**config.mk**
```make
export PLATFORM = sky130hd
export DESIGN_NAME = indexed_port_watchdog
export DESIGN_NICKNAME = d
export VERILOG_FILES = /design/src/verilog/wdt_pkg.sv /design/src/verilog/wdt_tick_if.sv /design/src/verilog/wdt_time_base.sv /design/src/verilog/indexed_port_watchdog.sv
export SDC_FILE = /design/constraint.sdc
export NUM_CORES = 1
export LEC_CHECK = 0
export BUFFER_PORTS_ARGS = -buffer_cell sky130_fd_sc_hd__buf_2
export CORE_MARGIN = 4
export CORE_UTILIZATION = 60
export CTS_CLUSTER_SIZE = 28
export DETAILED_ROUTE_END_ITERATION = 10
export PLACE_DENSITY = 0.85
export SYNTH_ARGS = -nofsm -noshare
export SYNTH_HDL_FRONTEND = slang
export SYNTH_HIERARCHICAL = 1
export SYNTH_SLANG_ARGS = --single-unit
```
**constraint.sdc**
```tcl
create_clock -name ref_clk -period 2.5 [get_ports ref_clk]
set_input_delay 0.25 -clock ref_clk [delete_from_list [all_inputs] [get_ports ref_clk]]
set_output_delay 0.25 -clock ref_clk [all_outputs]
set_load 0.02 [all_outputs]
```
**src/verilog/wdt_pkg.sv**
```systemverilog
// Constants and types shared by the indexed-port watchdog
// How it works
// Two host I/O ports are decoded: 2e selects a register index and 2f carries that register's data.
// The host writes the register number to the index port before it reads or writes that register through the data port.
// Configuration access opens only after 87 is written to the index port twice in a row, and data accesses are ignored before that.
// Writing aa to the index port closes configuration access again.
// Writing 08 to the logical-device select register at index 07 routes later accesses to the watchdog registers.
// Writing 01 to the activation register at index 30 turns the watchdog on, and it is off after reset.
// Bit 3 of the unit register at f5 picks the counting unit: 0 is seconds and the reset value, 1 is minutes.
// The count register at f6 resets to zero, zero holds the timer stopped, and 01 to ff set the timeout length.
// A running timer waits the programmed count for a restart and raises its timeout output if none comes.
// Every write to the count register restarts the countdown from the written value.
// The timeout range is 1 to 255 units of one second or one minute.
// With bit 7 of the control register at f7 set, mouse activity restarts the timer; it resets to 0.
// With bit 6 of the control register set, keyboard activity restarts the timer; it resets to 0.
// Writing 1 to bit 5 of the control register forces a timeout at once, and the bit clears itself.
// Bit 4 of the control register reads 1 once the watchdog has timed out.
// The running count drops by one per unit tick, and reaching zero signals timeout and sets the status bit.
package wdt_pkg;

    // ------------------------------------------------------------
    // Host ports and key values
    // ------------------------------------------------------------
    localparam logic [15:0] INDEX_PORT = 16'h002e;
    localparam logic [15:0] DATA_PORT = 16'h002f;
    localparam logic [7:0] UNLOCK_KEY = 8'h87;
    localparam logic [7:0] LOCK_KEY = 8'haa;
    localparam logic [7:0] WDT_DEVICE = 8'h08;
    localparam logic [7:0] ACTIVATE_VALUE = 8'h01;

    // ------------------------------------------------------------
    // Register indices
    // ------------------------------------------------------------
    localparam logic [7:0] REG_LOGICAL_DEVICE_SELECT = 8'h07;
    localparam logic [7:0] REG_FUNCTION_ACTIVATE = 8'h30;
    localparam logic [7:0] REG_COUNT_UNIT_SELECT = 8'hf5;
    localparam logic [7:0] REG_TIMEOUT_COUNT = 8'hf6;
    localparam logic [7:0] REG_RESTART_CONTROL_STATUS = 8'hf7;

    // ------------------------------------------------------------
    // Field positions and reset values
    // ------------------------------------------------------------
    localparam int UNIT_MINUTES_BIT = 3;
    localparam int MOUSE_RESTART_BIT = 7;
    localparam int KBD_RESTART_BIT = 6;
    localparam int FORCE_TIMEOUT_BIT = 5;
    localparam int TIMEOUT_STATUS_BIT = 4;
    localparam logic [7:0] COUNT_RESET = 8'h00;
    localparam logic [7:0] READ_ZERO = 8'h00;

    // ------------------------------------------------------------
    // Timing
    // ------------------------------------------------------------
    localparam int CLK_HZ = 200_000_000;
    localparam int SECOND_S = 1;
    localparam int SECOND_CYCLES = CLK_HZ * SECOND_S;
    localparam int MINUTE_SECONDS = 60;

    typedef enum logic [2:0] {
        LK_LOCKED = 3'b001,
        LK_HALF = 3'b010,
        LK_OPEN = 3'b100
    } lock_state_t;

endpackage

```
**src/verilog/wdt_tick_if.sv**
```systemverilog
// Interface carrying the time base between watchdog modules
`timescale 1ns/10ps
`default_nettype none
interface wdt_tick_if;
    logic run;
    logic minutes;
    logic tick;
    modport base (input run, input minutes, output tick);
    modport core (output run, output minutes, input tick);
endinterface
`default_nettype wire

```
**src/verilog/wdt_time_base.sv**
```systemverilog
// Seconds and minutes tick divider for the watchdog
`timescale 1ns/10ps
`default_nettype none
module wdt_time_base #(
    parameter int SEC_CYCLES = 200_000_000,
    parameter int MIN_SECS = 60
) (
    input wire logic ref_clk,
    input wire logic nrst,
    wdt_tick_if.base tb
);
    // Refuse dividers that cannot produce a one-cycle tick
    if (SEC_CYCLES < 2 || MIN_SECS < 1 || MIN_SECS > 255) begin : g_bad_params
        $error("wdt_time_base: bad divider parameters");
    end

    logic [31:0] cyc;
    logic [7:0] secs;
    logic tick_r;
    logic [31:0] next_cyc;
    logic [7:0] next_secs;
    logic next_tick;

    assign tb.tick = tick_r;

    // ------------------------------------------------------------
    // Divider, restarts whenever the timer is stopped
    // ------------------------------------------------------------
    always_comb begin
        next_cyc = cyc;
        next_secs = secs;
        next_tick = 1'b0;
        if (!tb.run) begin
            next_cyc = '0;
            next_secs = '0;
        end else if (cyc == 32'(SEC_CYCLES - 1)) begin
            next_cyc = '0;
            if (!tb.minutes || secs == 8'(MIN_SECS - 1)) begin
                next_secs = '0;
                next_tick = 1'b1;
            end else begin
                next_secs = secs + 8'h01;
            end
        end else begin
            next_cyc = cyc + 32'h0000_0001;
        end
    end

    always_ff @(posedge ref_clk or negedge nrst) begin
        if (!nrst) begin
            cyc <= '0;
            secs <= '0;
            tick_r <= 1'b0;
        end else begin
            cyc <= next_cyc;
            secs <= next_secs;
            tick_r <= next_tick;
        end
    end
endmodule
`default_nettype wire

```
**src/verilog/indexed_port_watchdog.sv**
```systemverilog
// Watchdog timer behind an index/data I/O port pair
`timescale 1ns/10ps
`default_nettype none
module indexed_port_watchdog #(
    parameter int SEC_CYCLES = wdt_pkg::SECOND_CYCLES
) (
    input wire logic ref_clk,
    input wire logic nrst,
    input wire logic [15:0] io_addr,
    input wire logic io_wr,
    input wire logic io_rd,
    input wire logic [7:0] io_wdata,
    output logic [7:0] io_rdata,
    output logic io_rvalid,
    input wire logic mouse_act,
    input wire logic kbd_act,
    output logic wdt_timeout
);
    import wdt_pkg::*;

    // ------------------------------------------------------------
    // Parameter checks
    // ------------------------------------------------------------
    // A divider shorter than two cycles cannot produce a one-cycle tick
    if (SEC_CYCLES < 2) begin : g_bad_sec_cycles
        $error("indexed_port_watchdog: SEC_CYCLES too small");
    end

    // ------------------------------------------------------------
    // Pin synchronisers for activity inputs
    // ------------------------------------------------------------
    // Activity pins are asynchronous: two stages before the edge detector
    logic [1:0] mouse_sync;
    logic [1:0] kbd_sync;
    logic mouse_q;
    logic kbd_q;
    always_ff @(posedge ref_clk or negedge nrst) begin
        if (!nrst) begin
            mouse_sync <= 2'b00;
            kbd_sync <= 2'b00;
            mouse_q <= 1'b0;
            kbd_q <= 1'b0;
        end else begin
            mouse_sync <= {mouse_sync[0], mouse_act};
            kbd_sync <= {kbd_sync[0], kbd_act};
            mouse_q <= mouse_sync[1];
            kbd_q <= kbd_sync[1];
        end
    end
    // Rising edges only; idle low matches the reset value of the flops
    wire logic mouse_edge = mouse_sync[1] & ~mouse_q;
    wire logic kbd_edge = kbd_sync[1] & ~kbd_q;

    // ------------------------------------------------------------
    // Port decode
    // ------------------------------------------------------------
    function automatic logic hit(input logic [15:0] a, input logic [15:0] p);
        hit = (a == p);
    endfunction

    // Other addresses are ignored and never answered
    // index data decode
    wire logic idx_wr = io_wr & hit(io_addr, INDEX_PORT);
    wire logic dat_wr = io_wr & hit(io_addr, DATA_PORT);
    wire logic idx_rd = io_rd & hit(io_addr, INDEX_PORT);
    wire logic dat_rd = io_rd & hit(io_addr, DATA_PORT);

    // ------------------------------------------------------------
    // Lock, index and device select
    // ------------------------------------------------------------
    lock_state_t lock_st;
    lock_state_t next_lock_st;
    logic [7:0] index;
    logic [7:0] next_index;
    logic [7:0] ldev;
    logic [7:0] next_ldev;

    always_comb begin
        next_lock_st = lock_st;
        next_index = index;
        next_ldev = ldev;
        case (lock_st)
            LK_LOCKED: begin
                // first key
                if (idx_wr) begin
                    next_lock_st = (io_wdata == UNLOCK_KEY) ? LK_HALF : LK_LOCKED;
                end
            end
            LK_HALF: begin
                // Any other index value drops back to locked
                // second key
                if (idx_wr) begin
                    next_lock_st = (io_wdata == UNLOCK_KEY) ? LK_OPEN : LK_LOCKED;
                end
            end
            LK_OPEN: begin
                if (idx_wr) begin
                    // lock key
                    if (io_wdata == LOCK_KEY) begin
                        next_lock_st = LK_LOCKED;
                    end else begin
                        // index latched
                        next_index = io_wdata;
                    end
                end
                // device select
                if (dat_wr && index == REG_LOGICAL_DEVICE_SELECT) begin
                    next_ldev = io_wdata;
                end
            end
            default: begin
                next_lock_st = LK_LOCKED;
            end
        endcase
    end

    always_ff @(posedge ref_clk or negedge nrst) begin
        if (!nrst) begin
            lock_st <= LK_LOCKED;
            index <= 8'h00;
            ldev <= 8'h00;
        end else begin
            lock_st <= next_lock_st;
            index <= next_index;
            ldev <= next_ldev;
        end
    end

    // Only the logical-device select stays reachable for other devices
    // watchdog routed
    wire logic wdt_sel = (lock_st == LK_OPEN) && (ldev == WDT_DEVICE);
    wire logic wr_ok = dat_wr & wdt_sel;

    // Data-port write landing on one watchdog register
    function automatic logic reg_wr(input logic ok, input logic [7:0] cur, input logic [7:0] r);
        reg_wr = ok && (cur == r);
    endfunction

    wire logic wr_act = reg_wr(wr_ok, index, REG_FUNCTION_ACTIVATE);
    wire logic wr_unit = reg_wr(wr_ok, index, REG_COUNT_UNIT_SELECT);
    wire logic wr_count = reg_wr(wr_ok, index, REG_TIMEOUT_COUNT);
    wire logic wr_ctl = reg_wr(wr_ok, index, REG_RESTART_CONTROL_STATUS);

    // ------------------------------------------------------------
    // Watchdog registers and countdown
    // ------------------------------------------------------------
    // Run and unit go to the divider, the unit tick comes back
    wdt_tick_if tick_bus ();

    logic active;
    logic minutes;
    logic mouse_en;
    logic kbd_en;
    logic [7:0] load;
    logic [7:0] count;
    logic expired;
    logic next_active;
    logic next_minutes;
    logic next_mouse_en;
    logic next_kbd_en;
    logic [7:0] next_load;
    logic [7:0] next_count;
    logic next_expired;
    logic restart;

    always_comb begin
        next_active = active;
        next_minutes = minutes;
        next_mouse_en = mouse_en;
        next_kbd_en = kbd_en;
        next_load = load;
        next_count = count;
        next_expired = expired;
        // mouse restart
        // keyboard restart
        restart = (mouse_en & mouse_edge) | (kbd_en & kbd_edge);
        // activation write
        if (wr_act) begin
            next_active = (io_wdata == ACTIVATE_VALUE);
        end
        // unit select
        if (wr_unit) begin
            next_minutes = io_wdata[UNIT_MINUTES_BIT];
        end
        if (wr_ctl) begin
            next_mouse_en = io_wdata[MOUSE_RESTART_BIT];
            next_kbd_en = io_wdata[KBD_RESTART_BIT];
        end
        // tick decrement
        if (active && count != 8'h00 && tick_bus.tick) begin
            next_count = count - 8'h01;
        end
        // Activity reloads the last count written; the divider phase is kept
        if (restart && active && load != 8'h00) begin
            next_count = load;
        end
        // write restarts
        // range 1 to 255
        if (wr_count) begin
            next_load = io_wdata;
            next_count = io_wdata;
            next_expired = 1'b0;
        end
        // timeout on expiry
        // Expiry in the cycle of a count write still sets the status
        if (active && tick_bus.tick && count == 8'h01) begin
            next_expired = 1'b1;
        end
        // forced timeout
        if (wr_ctl && io_wdata[FORCE_TIMEOUT_BIT]) begin
            next_expired = 1'b1;
        end
    end

    always_ff @(posedge ref_clk or negedge nrst) begin
        if (!nrst) begin
            active <= 1'b0;
            minutes <= 1'b0;
            mouse_en <= 1'b0;
            kbd_en <= 1'b0;
            load <= COUNT_RESET;
            count <= COUNT_RESET;
            expired <= 1'b0;
        end else begin
            active <= next_active;
            minutes <= next_minutes;
            mouse_en <= next_mouse_en;
            kbd_en <= next_kbd_en;
            load <= next_load;
            count <= next_count;
            expired <= next_expired;
        end
    end

    // ------------------------------------------------------------
    // Time base
    // ------------------------------------------------------------
    // The divider holds reset while stopped, so the first tick is a full unit away
    // zero holds stopped
    assign tick_bus.run = active & (count != 8'h00);
    assign tick_bus.minutes = minutes;

    wdt_time_base #(
        .SEC_CYCLES(SEC_CYCLES),
        .MIN_SECS(MINUTE_SECONDS)
    ) u_base (
        .ref_clk(ref_clk),
        .nrst(nrst),
        .tb(tick_bus.base)
    );

    // ------------------------------------------------------------
    // Read path
    // ------------------------------------------------------------
    logic [7:0] rd_val;
    logic [7:0] next_rdata;
    logic next_rvalid;

    always_comb begin
        // Unknown indices read zero
        rd_val = READ_ZERO;
        case (index)
            REG_LOGICAL_DEVICE_SELECT: rd_val = ldev;
            REG_FUNCTION_ACTIVATE: rd_val = {7'h00, active};
            REG_COUNT_UNIT_SELECT: rd_val = 8'(minutes) << UNIT_MINUTES_BIT;
            REG_TIMEOUT_COUNT: rd_val = count;
            REG_RESTART_CONTROL_STATUS: begin
                rd_val[MOUSE_RESTART_BIT] = mouse_en;
                rd_val[KBD_RESTART_BIT] = kbd_en;
                // expiry status
                rd_val[TIMEOUT_STATUS_BIT] = expired;
            end
            default: rd_val = READ_ZERO;
        endcase
        // Both ports answer; locked reads, and unrouted reads of any index but 07, return zero
        next_rvalid = idx_rd | dat_rd;
        next_rdata = READ_ZERO;
        if (dat_rd && lock_st == LK_OPEN) begin
            if (index == REG_LOGICAL_DEVICE_SELECT || wdt_sel) begin
                next_rdata = rd_val;
            end
        end else if (idx_rd && lock_st == LK_OPEN) begin
            next_rdata = index;
        end
    end

    always_ff @(posedge ref_clk or negedge nrst) begin
        if (!nrst) begin
            io_rdata <= READ_ZERO;
            io_rvalid <= 1'b0;
        end else begin
            io_rdata <= next_rdata;
            io_rvalid <= next_rvalid;
        end
    end

    // ------------------------------------------------------------
    // Timeout output
    // ------------------------------------------------------------
    // Registered level; stays up until a count write or reset
    assign wdt_timeout = expired;
endmodule
`default_nettype wire

```
Yosys cells after proc, flatten, opt, wreduce, memory -nomap -nowiden
Cells that the tools add are included.
{ "totals": {"ff_bits": 96, "input_bits": 30} }
{ "op_classes": {"n_reduce_logical": 25, "add_sub_neg": 3, "n_eq_ne": 22, "n_mux": 28, "bitwise": 15} }
{ "ops": {"columns": ["op", "count"], "rows": [
  ["8-bit 2-to-1 mux", 9],
  ["32-bit 2-to-1 mux", 2],
  ["8-bit == test, second input constant", 5],
  ["32-bit by 1-bit adder with 32-bit output, second input constant", 1],
  ["16-bit by 6-bit == test with 1-bit output, second input constant", 2],
  ["32-bit by 28-bit == test with 1-bit output, second input constant", 1],
  ["8-bit by 1-bit == test with 1-bit output, second input constant", 2],
  ["8-bit by 6-bit == test with 1-bit output, second input constant", 2],
  ["4-bit case mux with 4 select lines", 1],
  ["8-bit nonzero test", 2],
  ["1-bit logical AND", 15],
  ["3-bit 2-to-1 mux", 5],
  ["1-bit bitwise AND", 10],
  ["2-bit != test, second input constant", 5],
  ["3-bit case mux with 3 select lines", 1],
  ["8-bit by 1-bit adder with 8-bit output, second input constant", 1],
  ["8-bit by 3-bit == test with 1-bit output, second input constant", 1],
  ["8-bit by 4-bit == test with 1-bit output, second input constant", 1],
  ["8-bit by 1-bit subtractor with 8-bit output, second input constant", 1],
  ["1-bit 2-to-1 mux", 6],
  ["2-bit case mux with 3 select lines", 1],
  ["3-bit nonzero test", 2],
  ["4-bit AND reduction", 1],
  ["3-bit by 1-bit == test with 1-bit output, second input constant", 1],
  ["11 further kinds", 15]
]} }

Logic depth before layout (Yosys ltp)
Gate-level depths: netlist (run 1).
{ "depth": {"depth_word": 8, "depth_mapped": 8} }

Hierarchy
Netlist (run 1), hierarchy kept.
{ "by_module_without_submodules": {"columns": ["module", "cells_each", "seq_area_each_um2", "area_each_um2", "n_inst"], "rows": [
  ["indexed_port_watchdog", 283, 1377.6, 2977.9, 1],
  ["wdt_time_base", 229, 1026.0, 2148.3, 1]
]} }

Worst setup path after synthesis (run 1)
Ideal clock, no wire load.
{ "synth_path": {"path_kind": "reg-to-reg", "start": "reg u_base.cyc[0]", "end": "reg u_base.secs[6]", "required_ns": 2.422, "path_buffers": 1, "arrival_time_ns": 2.061, "slack_ns": 0.361, "setup_ns": 0.078, "stages_incl_launch_ff": 7, "cell_sequence": "dfrtp_1 > ha_1 > nand3_4 > or4b_1 > clkbuf_2 > or4_1 > a21boi_1"} }
{ "synth_via": {"elab_chain_len": 2} }
{ "synth_rtl": {"columns": ["item", "line", "rtl"], "rows": [
  ["from (decl)", "wdt_time_base.sv:17", "logic [31:0] cyc;"],
  ["from (signal assigned)", "wdt_time_base.sv:55", "cyc <= next_cyc;"],
  ["32-bit by 28-bit == test with 1-bit output", "wdt_time_base.sv:36", "end else if (cyc == 32'(SEC_CYCLES - 1)) begin"],
  ["2-bit != test (no line)", null, null],
  ["to (signal assigned)", "wdt_time_base.sv:56", "secs <= next_secs;"],
  ["to (decl)", "wdt_time_base.sv:18", "logic [7:0] secs;"]
]} }
Every way passes these cells.
A chain may end at the register's enable or synchronous reset.

Worst setup path in the final report (run 1)
{ "layout_path": {"start": "reg u_base.cyc[1]", "end": "reg u_base.secs[2]"} }
Same word-level chain as after synthesis.

==> results of run 1 <==
[cell usage after synthesis, types with 7 or more instances]
cell / instances
a22o_1: 9
and3_1: 14
clkbuf_1: 10
dfrtp_1: 95
inv_1: 7
mux2_2: 18
nand2_1: 65
nand3_1: 21
nand4_1: 17
nor2_1: 51
nor3_1: 9
nor4_1: 15
o21ai_0: 25
xnor2_1: 13
xor2_1: 18
[critical path: cells and delay by family (launching register included)]
| kind | cells | cell delay (ps) |
|---|---|---|
| flip-flops | 1 | 440 |
| adder cells (fa/ha/maj) | 1 | 360 |
| AND/OR/NAND/NOR | 3 | 1340 |
| AO/OA/AOI/OAI | 1 | 160 |
[kinds of logic (layout without fill, tap and decap cells)]
kind of cell	Yosys count	in the layout	synth area share (%)
AOI/OAI and AO/OA	76	76	10.7
and+or+nand+nor	251	251	28.0
buffers and inverters	28	76	2.56
xor gates and xnor gates	31	31	5.30
muxes	24	24	5.15
adders and majority gates	6	6	1.42
DFF	96	96	46.9
[worst max path at each step]
stage                   startpoint        endpoint  slack (ps)  cells after the start
global placement    u_base/cyc[18]  u_base/secs[2]         110                      5
detailed placement   u_base/cyc[1]  u_base/secs[2]         -20                      5
floorplan            u_base/cyc[0]  u_base/secs[6]         360                      6
finish               u_base/cyc[1]  u_base/secs[2]         130                      5
CTS                  u_base/cyc[1]  u_base/secs[2]         150                      5
global route         u_base/cyc[1]  u_base/secs[4]          20                      5
[repair_timing]
item / 4_1_cts / 5_1_grt
hold endpoints to repair: 38 / 0
resized for setup: 1 / 1
setup endpoints to repair: 5 / 19
cloned: 0 / 0
hold buffers: 3 / 0
[layout make-up]
cell class | count | area share (%)
clock buffers | 11 | 2.45
clock inverters | 5 | 2.21
inverters | 7 | 0.456
multi-input cells | 388 | 45.1
flip-flops and latches | 96 | 41.7
well taps | 105 | 2.28
repair buffers | 53 | 5.82
[registers in the layout, summed over array words and instances, names as in the netlist, 2 cells and up]
register / flops
io_rdata: 8
ldev: 8
u_base/secs: 8
count: 8
lock_st: 3
kbd_sync: 2
index: 8
mouse_sync: 2
u_base/cyc: 32
load: 8
[power by group]
part	internal (W)	total, W	leakage, nW	switching, W
Clock	0.000793	0.00134	0.130	0.000545
Sequential	0.00156	0.00156	1.30	0.00000157
Combinational	0.0000311	0.0000971	1.04	0.0000660
Total	0.00238	0.00299	2.46	0.000612
[stage by stage]
step	setup slack, ps	utilization [%]	cell area, um^2	instances
after floorplan	361	-	5130	512
final	127	69.8	5760	665
after global routing	24.9	69.8	5760	665
after detailed placement	-19.1	66.1	5460	646
after global placement	113	66.1	5460	646
after CTS	149	69.8	5760	665
[per-layer routing]
layer	wire (um)	part of all wire, %
met3	823	6.7
met2	5790	47
met4	357	2.9
met5	0	0
met1	5260	43
[cell usage in the layout (no fill, tap or decap), types with 10 or more instances in the layout]
cell type / synthesis / layout
buf_2: 6 / 38
nand4_1: 17 / 17
o21ai_0: 25 / 25
nor4_1: 15 / 15
and3_1: 14 / 14
buf_4: 0 / 10
nand2_1: 65 / 65
nand3_1: 21 / 21
mux2_2: 18 / 18
xor2_1: 18 / 18
clkbuf_8: 0 / 10
xnor2_1: 13 / 13
dfrtp_1: 95 / 95
nor2_1: 51 / 51
==> metrics.txt, run 1 <==
Detailed Route WL 12.2 mm; WL/cell 18.4 um; Max Freq 421 MHz; Hold Crit Class input pin to register; startpoint types register; Slew Viols, Final 0; number of buffers created by CTS 9; Overall Power 0.00299 W; antenna violations before repair 0; combined area of the multi-input logic cells 2600 um^2; GR peak layer met2; slowest stage delay, CP 630 ps; final hold slack 193 ps; hold depth 3; PwrDens 519 nW/um^2; maximum clock path buffer count 2; Final ANT Viol Nets 0; relative slew slack 59.8%; VDD IR max 297 uV; Area Growth Syn to Fin 12.4%; hold path start io_wdata[4]; Register Area 2400 um^2; Critical Path RT 2790 ps; RR Startpoint u_base/cyc[1]; synthesis-stage register bit count 96; worst r2r dst u_base/secs[2]; R2R depth 5; die width 100 um; net count after synthesis 547; number of remaining DRC errors 0; Total GRT Usage 25.5%; HPWL Detailed 8.49 mm; Clock Sinks 96; largest net degree at the start of global routing 39; Clock Latency Late Sink 370 ps; register area share after synthesis 46.9%; Yosys top cell area share 46.4%; fillers 630; Tmin final 2370 ps; Worst-Margin Slew 598 ps; antenna fix cells 0; number of global-route vias before repair 4216; routing usage on met2 39.6%; Setup-failing EPs final 0; nets@finish 590; Crit. End Element register; initial drt markers 256; DRT Pass-1 Iters 5; Syn Area/Cell 10.0 um^2; H-tree depth 3; Vert. Die Dim 100 um; share of cells above drive strength 1 19.8%; Clk pin slew, worst setup/hold paths 90 ps; Post-synth top flop dfrtp_1; slowest CP cell or4b_4; Critical Path AT 2660 ps; Rows 33; core footprint 8260 um^2; Cells after Synth 512; Worst Hold End load[4]; I/O pins 40; synth warn 6; Post-synth EDFFs 0; setup TNS 0 ps; GR met3 Demand/Resource 4.79%; M1 GR Usage 35.1%; Root Driver clkbuf_8; die area 10100 um^2; post-synth top area cell dfrtp_1; CTS tree built; Cell variety after synth 70; top post-synthesis cells by area dfrtp_1 46%, nand2_1 4.8%, mux2_2 4.0%; starting density of the core 62.1%; max_cap viols 0; post-route clock skew 11.1 ps; Setup CP Type register to register; status finished, final reports clean; PortBufs 39; Post-Syn Area 5130 um^2; RePlAce Congestion 0.902; Via-to-Cell Ratio 6.40; ordered list of cells on the worst path ha_1 -> nand3_4 -> or4b_4 -> or4b_1 -> a21boi_1; Crit Path Max Fanout 17; Setup Fix Bufs, Post-CTS 0; Leak 2.46 nW; total global routing overflow 0; part of the cycle the worst path needs 94.9%; vias 4253; RSZ-0062 raised after global routing no; ys async rst share 100%; Hold Fails Final Rpt 0; first-pass GRT wire length 20.4 mm; flop2flop setup slack 130 ps
(Power assumes the default switching activity.)
==> inputs of run 2 (changes only) <==
--- a/config.mk
+++ b/config.mk
@@ -6,11 +6,12 @@
 export NUM_CORES = 1
 export LEC_CHECK = 0
 export BUFFER_PORTS_ARGS = -buffer_cell sky130_fd_sc_hd__buf_2
+export CAP_MARGIN = 20
 export CORE_MARGIN = 4
 export CORE_UTILIZATION = 60
 export CTS_CLUSTER_SIZE = 28
 export DETAILED_ROUTE_END_ITERATION = 10
-export PLACE_DENSITY = 0.85
+export PLACE_DENSITY = 0.82
 export SYNTH_ARGS = -nofsm -noshare
 export SYNTH_HDL_FRONTEND = slang
 export SYNTH_HIERARCHICAL = 1
==> run 2 against run 1 <==
  * Final area is 0.52% lower
  * Largest cell class unchanged
  * Sequential share of layout area is 0.22 points higher
  * Die area stayed put
  * Highest routed layer unchanged
  * Critical path depth is 1 higher
  * Global-route usage is 2.0 points lower
==> metrics.txt, run 2 (synthesis results as in run 1) <==
fillers 643; HPWL Detailed 8.20 mm; post-layout util 69.4%; largest net degree at the start of global routing 58; relative slew slack 51.7%; Setup-failing EPs final 0; Clock Latency Late Sink 350 ps; Final ANT Viol Nets 0; Detailed Route WL 11.4 mm; RePlAce Congestion 0.935; VDD IR max 315 uV; Tmin final 2360 ps; non-filler instance count after layout 669; Register Area 2400 um^2; number of global-route vias before repair 4016; Clk pin slew, worst setup/hold paths 90 ps; vias 4150; setup TNS 0 ps; WL/cell 17.1 um; number of buffers created by CTS 9; status finished, final reports clean; Vert. Die Dim 100 um; slowest stage delay, CP 590 ps; Slew Viols, Final 0; max_cap viols 0; Crit Path Max Fanout 19; Via-to-Cell Ratio 6.20; Leak 2.46 nW; most frequent cells in the layout 95 x dfrtp_1, 65 x nand2_1, 51 x nor2_1, 38 x buf_2, 25 x o21ai_0; DP Cell Count 652; startpoint types register; Critical Path AT 2630 ps; antenna violations before repair 0; RSZ-0062 raised after global routing no; maximum clock path buffer count 2; most common cell after layout, fill and taps aside dfrtp_1; ordered list of cells on the worst path nor4bb_1 -> nand4_1 -> or4b_1 -> buf_12 -> or4_1 -> a21boi_1; starting density of the core 62.1%; Area Growth Syn to Fin 11.8%; PortBufs 39; Critical Path RT 2770 ps; Clock Sinks 96; share of cells above drive strength 1 20.4%; antenna fix cells 0; combined area of the multi-input logic cells 2600 um^2; Total GRT Usage 23.6%; final hold slack 196 ps; Root Driver clkbuf_8; Setup CP Type register to register; first-pass GRT wire length 19.0 mm; nets@finish 596; part of the cycle the worst path needs 94.4%; PwrDens 463 nW/um^2; H-tree depth 3; CTS tree built; Hold Crit Class input pin to register; DRT Pass-1 Iters 5; Max Freq 424 MHz; I/O pins 40; Hold Fails Final Rpt 0; die area 10100 um^2; Largest register FFs 32; Worst-Margin Slew 725 ps; die width 100 um; Rows 33; WP buf/inv 1; slowest CP cell or4b_1; total global routing overflow 0; Crit. End Element register; initial drt markers 221; post-route clock skew 8.52 ps; Top reg by flops u_base/cyc; CP delay by family, top simple AND/OR/NAND/NOR gates; core footprint 8260 um^2; number of remaining DRC errors 0
[run 2: changes by cell type in the layout (fill, tap and decap cells not counted), sizes merged]
| cell | before | now |
|---|---|---|
| buf | 50 | 56 |
| bufinv | 4 | 1 |
| clkinv | 0 | 1 |
[run 2: metrics by stage]
stage          power (W)  setup WS (ps)  area (um^2)
3_5_place_dp     0.00168            168         5500
2_1_floorplan    0.00160            361         5130
3_3_place_gp     0.00168            189         5500
5_1_grt          0.00276           6.32         5730
4_1_cts          0.00268            129         5730
6_report         0.00266            141         5730
[run 2: tightest hold or removal path: cells and delay by family]
family,cells,cell delay [ps]
simple gates,2,140
buf+inv,1,130
[run 2: final cells by class]
type	instances	share of cell area, %
Clock inverter	3	0.742
Inverter	7	0.458
Multi-Input combinational cell	388	45.3
Tap cell	105	2.29
Clock buffer	11	2.64
Timing Repair Buffer	59	6.63
Sequential cell	96	41.9
[run 2: final timing paths]
check | startpoint | cells after the start | slack (ps) | to
min in group asynchronous | nrst | 2 | 480 | io_rdata[5]
hold reg to reg | kbd_sync[0] | 0 | 360 | kbd_sync[1]
max in group asynchronous | nrst | 3 | 1280 | kbd_q
setup reg to reg | u_base/cyc[19] | 6 | 140 | u_base/secs[4]
setup / recovery | u_base/cyc[19] | 6 | 140 | u_base/secs[4]
hold / removal | io_wdata[4] | 3 | 200 | count[4]
[run 2: report_power, final]
group,leakage [nW],total [W],switching (W),internal [W]
clock network,0.0973,0.00101,0.000501,0.000505
registers,1.30,0.00156,0.00000159,0.00156
logic,1.07,0.0000930,0.0000631,0.0000299
[run 2: timing repair]
item / in CTS / in global routing
endpoints found under the setup margin: 0 / 5
gates resized for setup: 0 / 1
hold buffers: 3 / 0
hold endpoints to repair: 55 / 0
buffers inserted: 0 / 0
[run 2: metal layers]
| layer | global-route usage (%) | share of wire [%] |
|---|---|---|
| met5 | 0 | 0 |
| met4 | 7.98 | 1.7 |
| met3 | 3.75 | 8.0 |
| met2 | 37.0 | 46 |
| met1 | 33.6 | 44 |
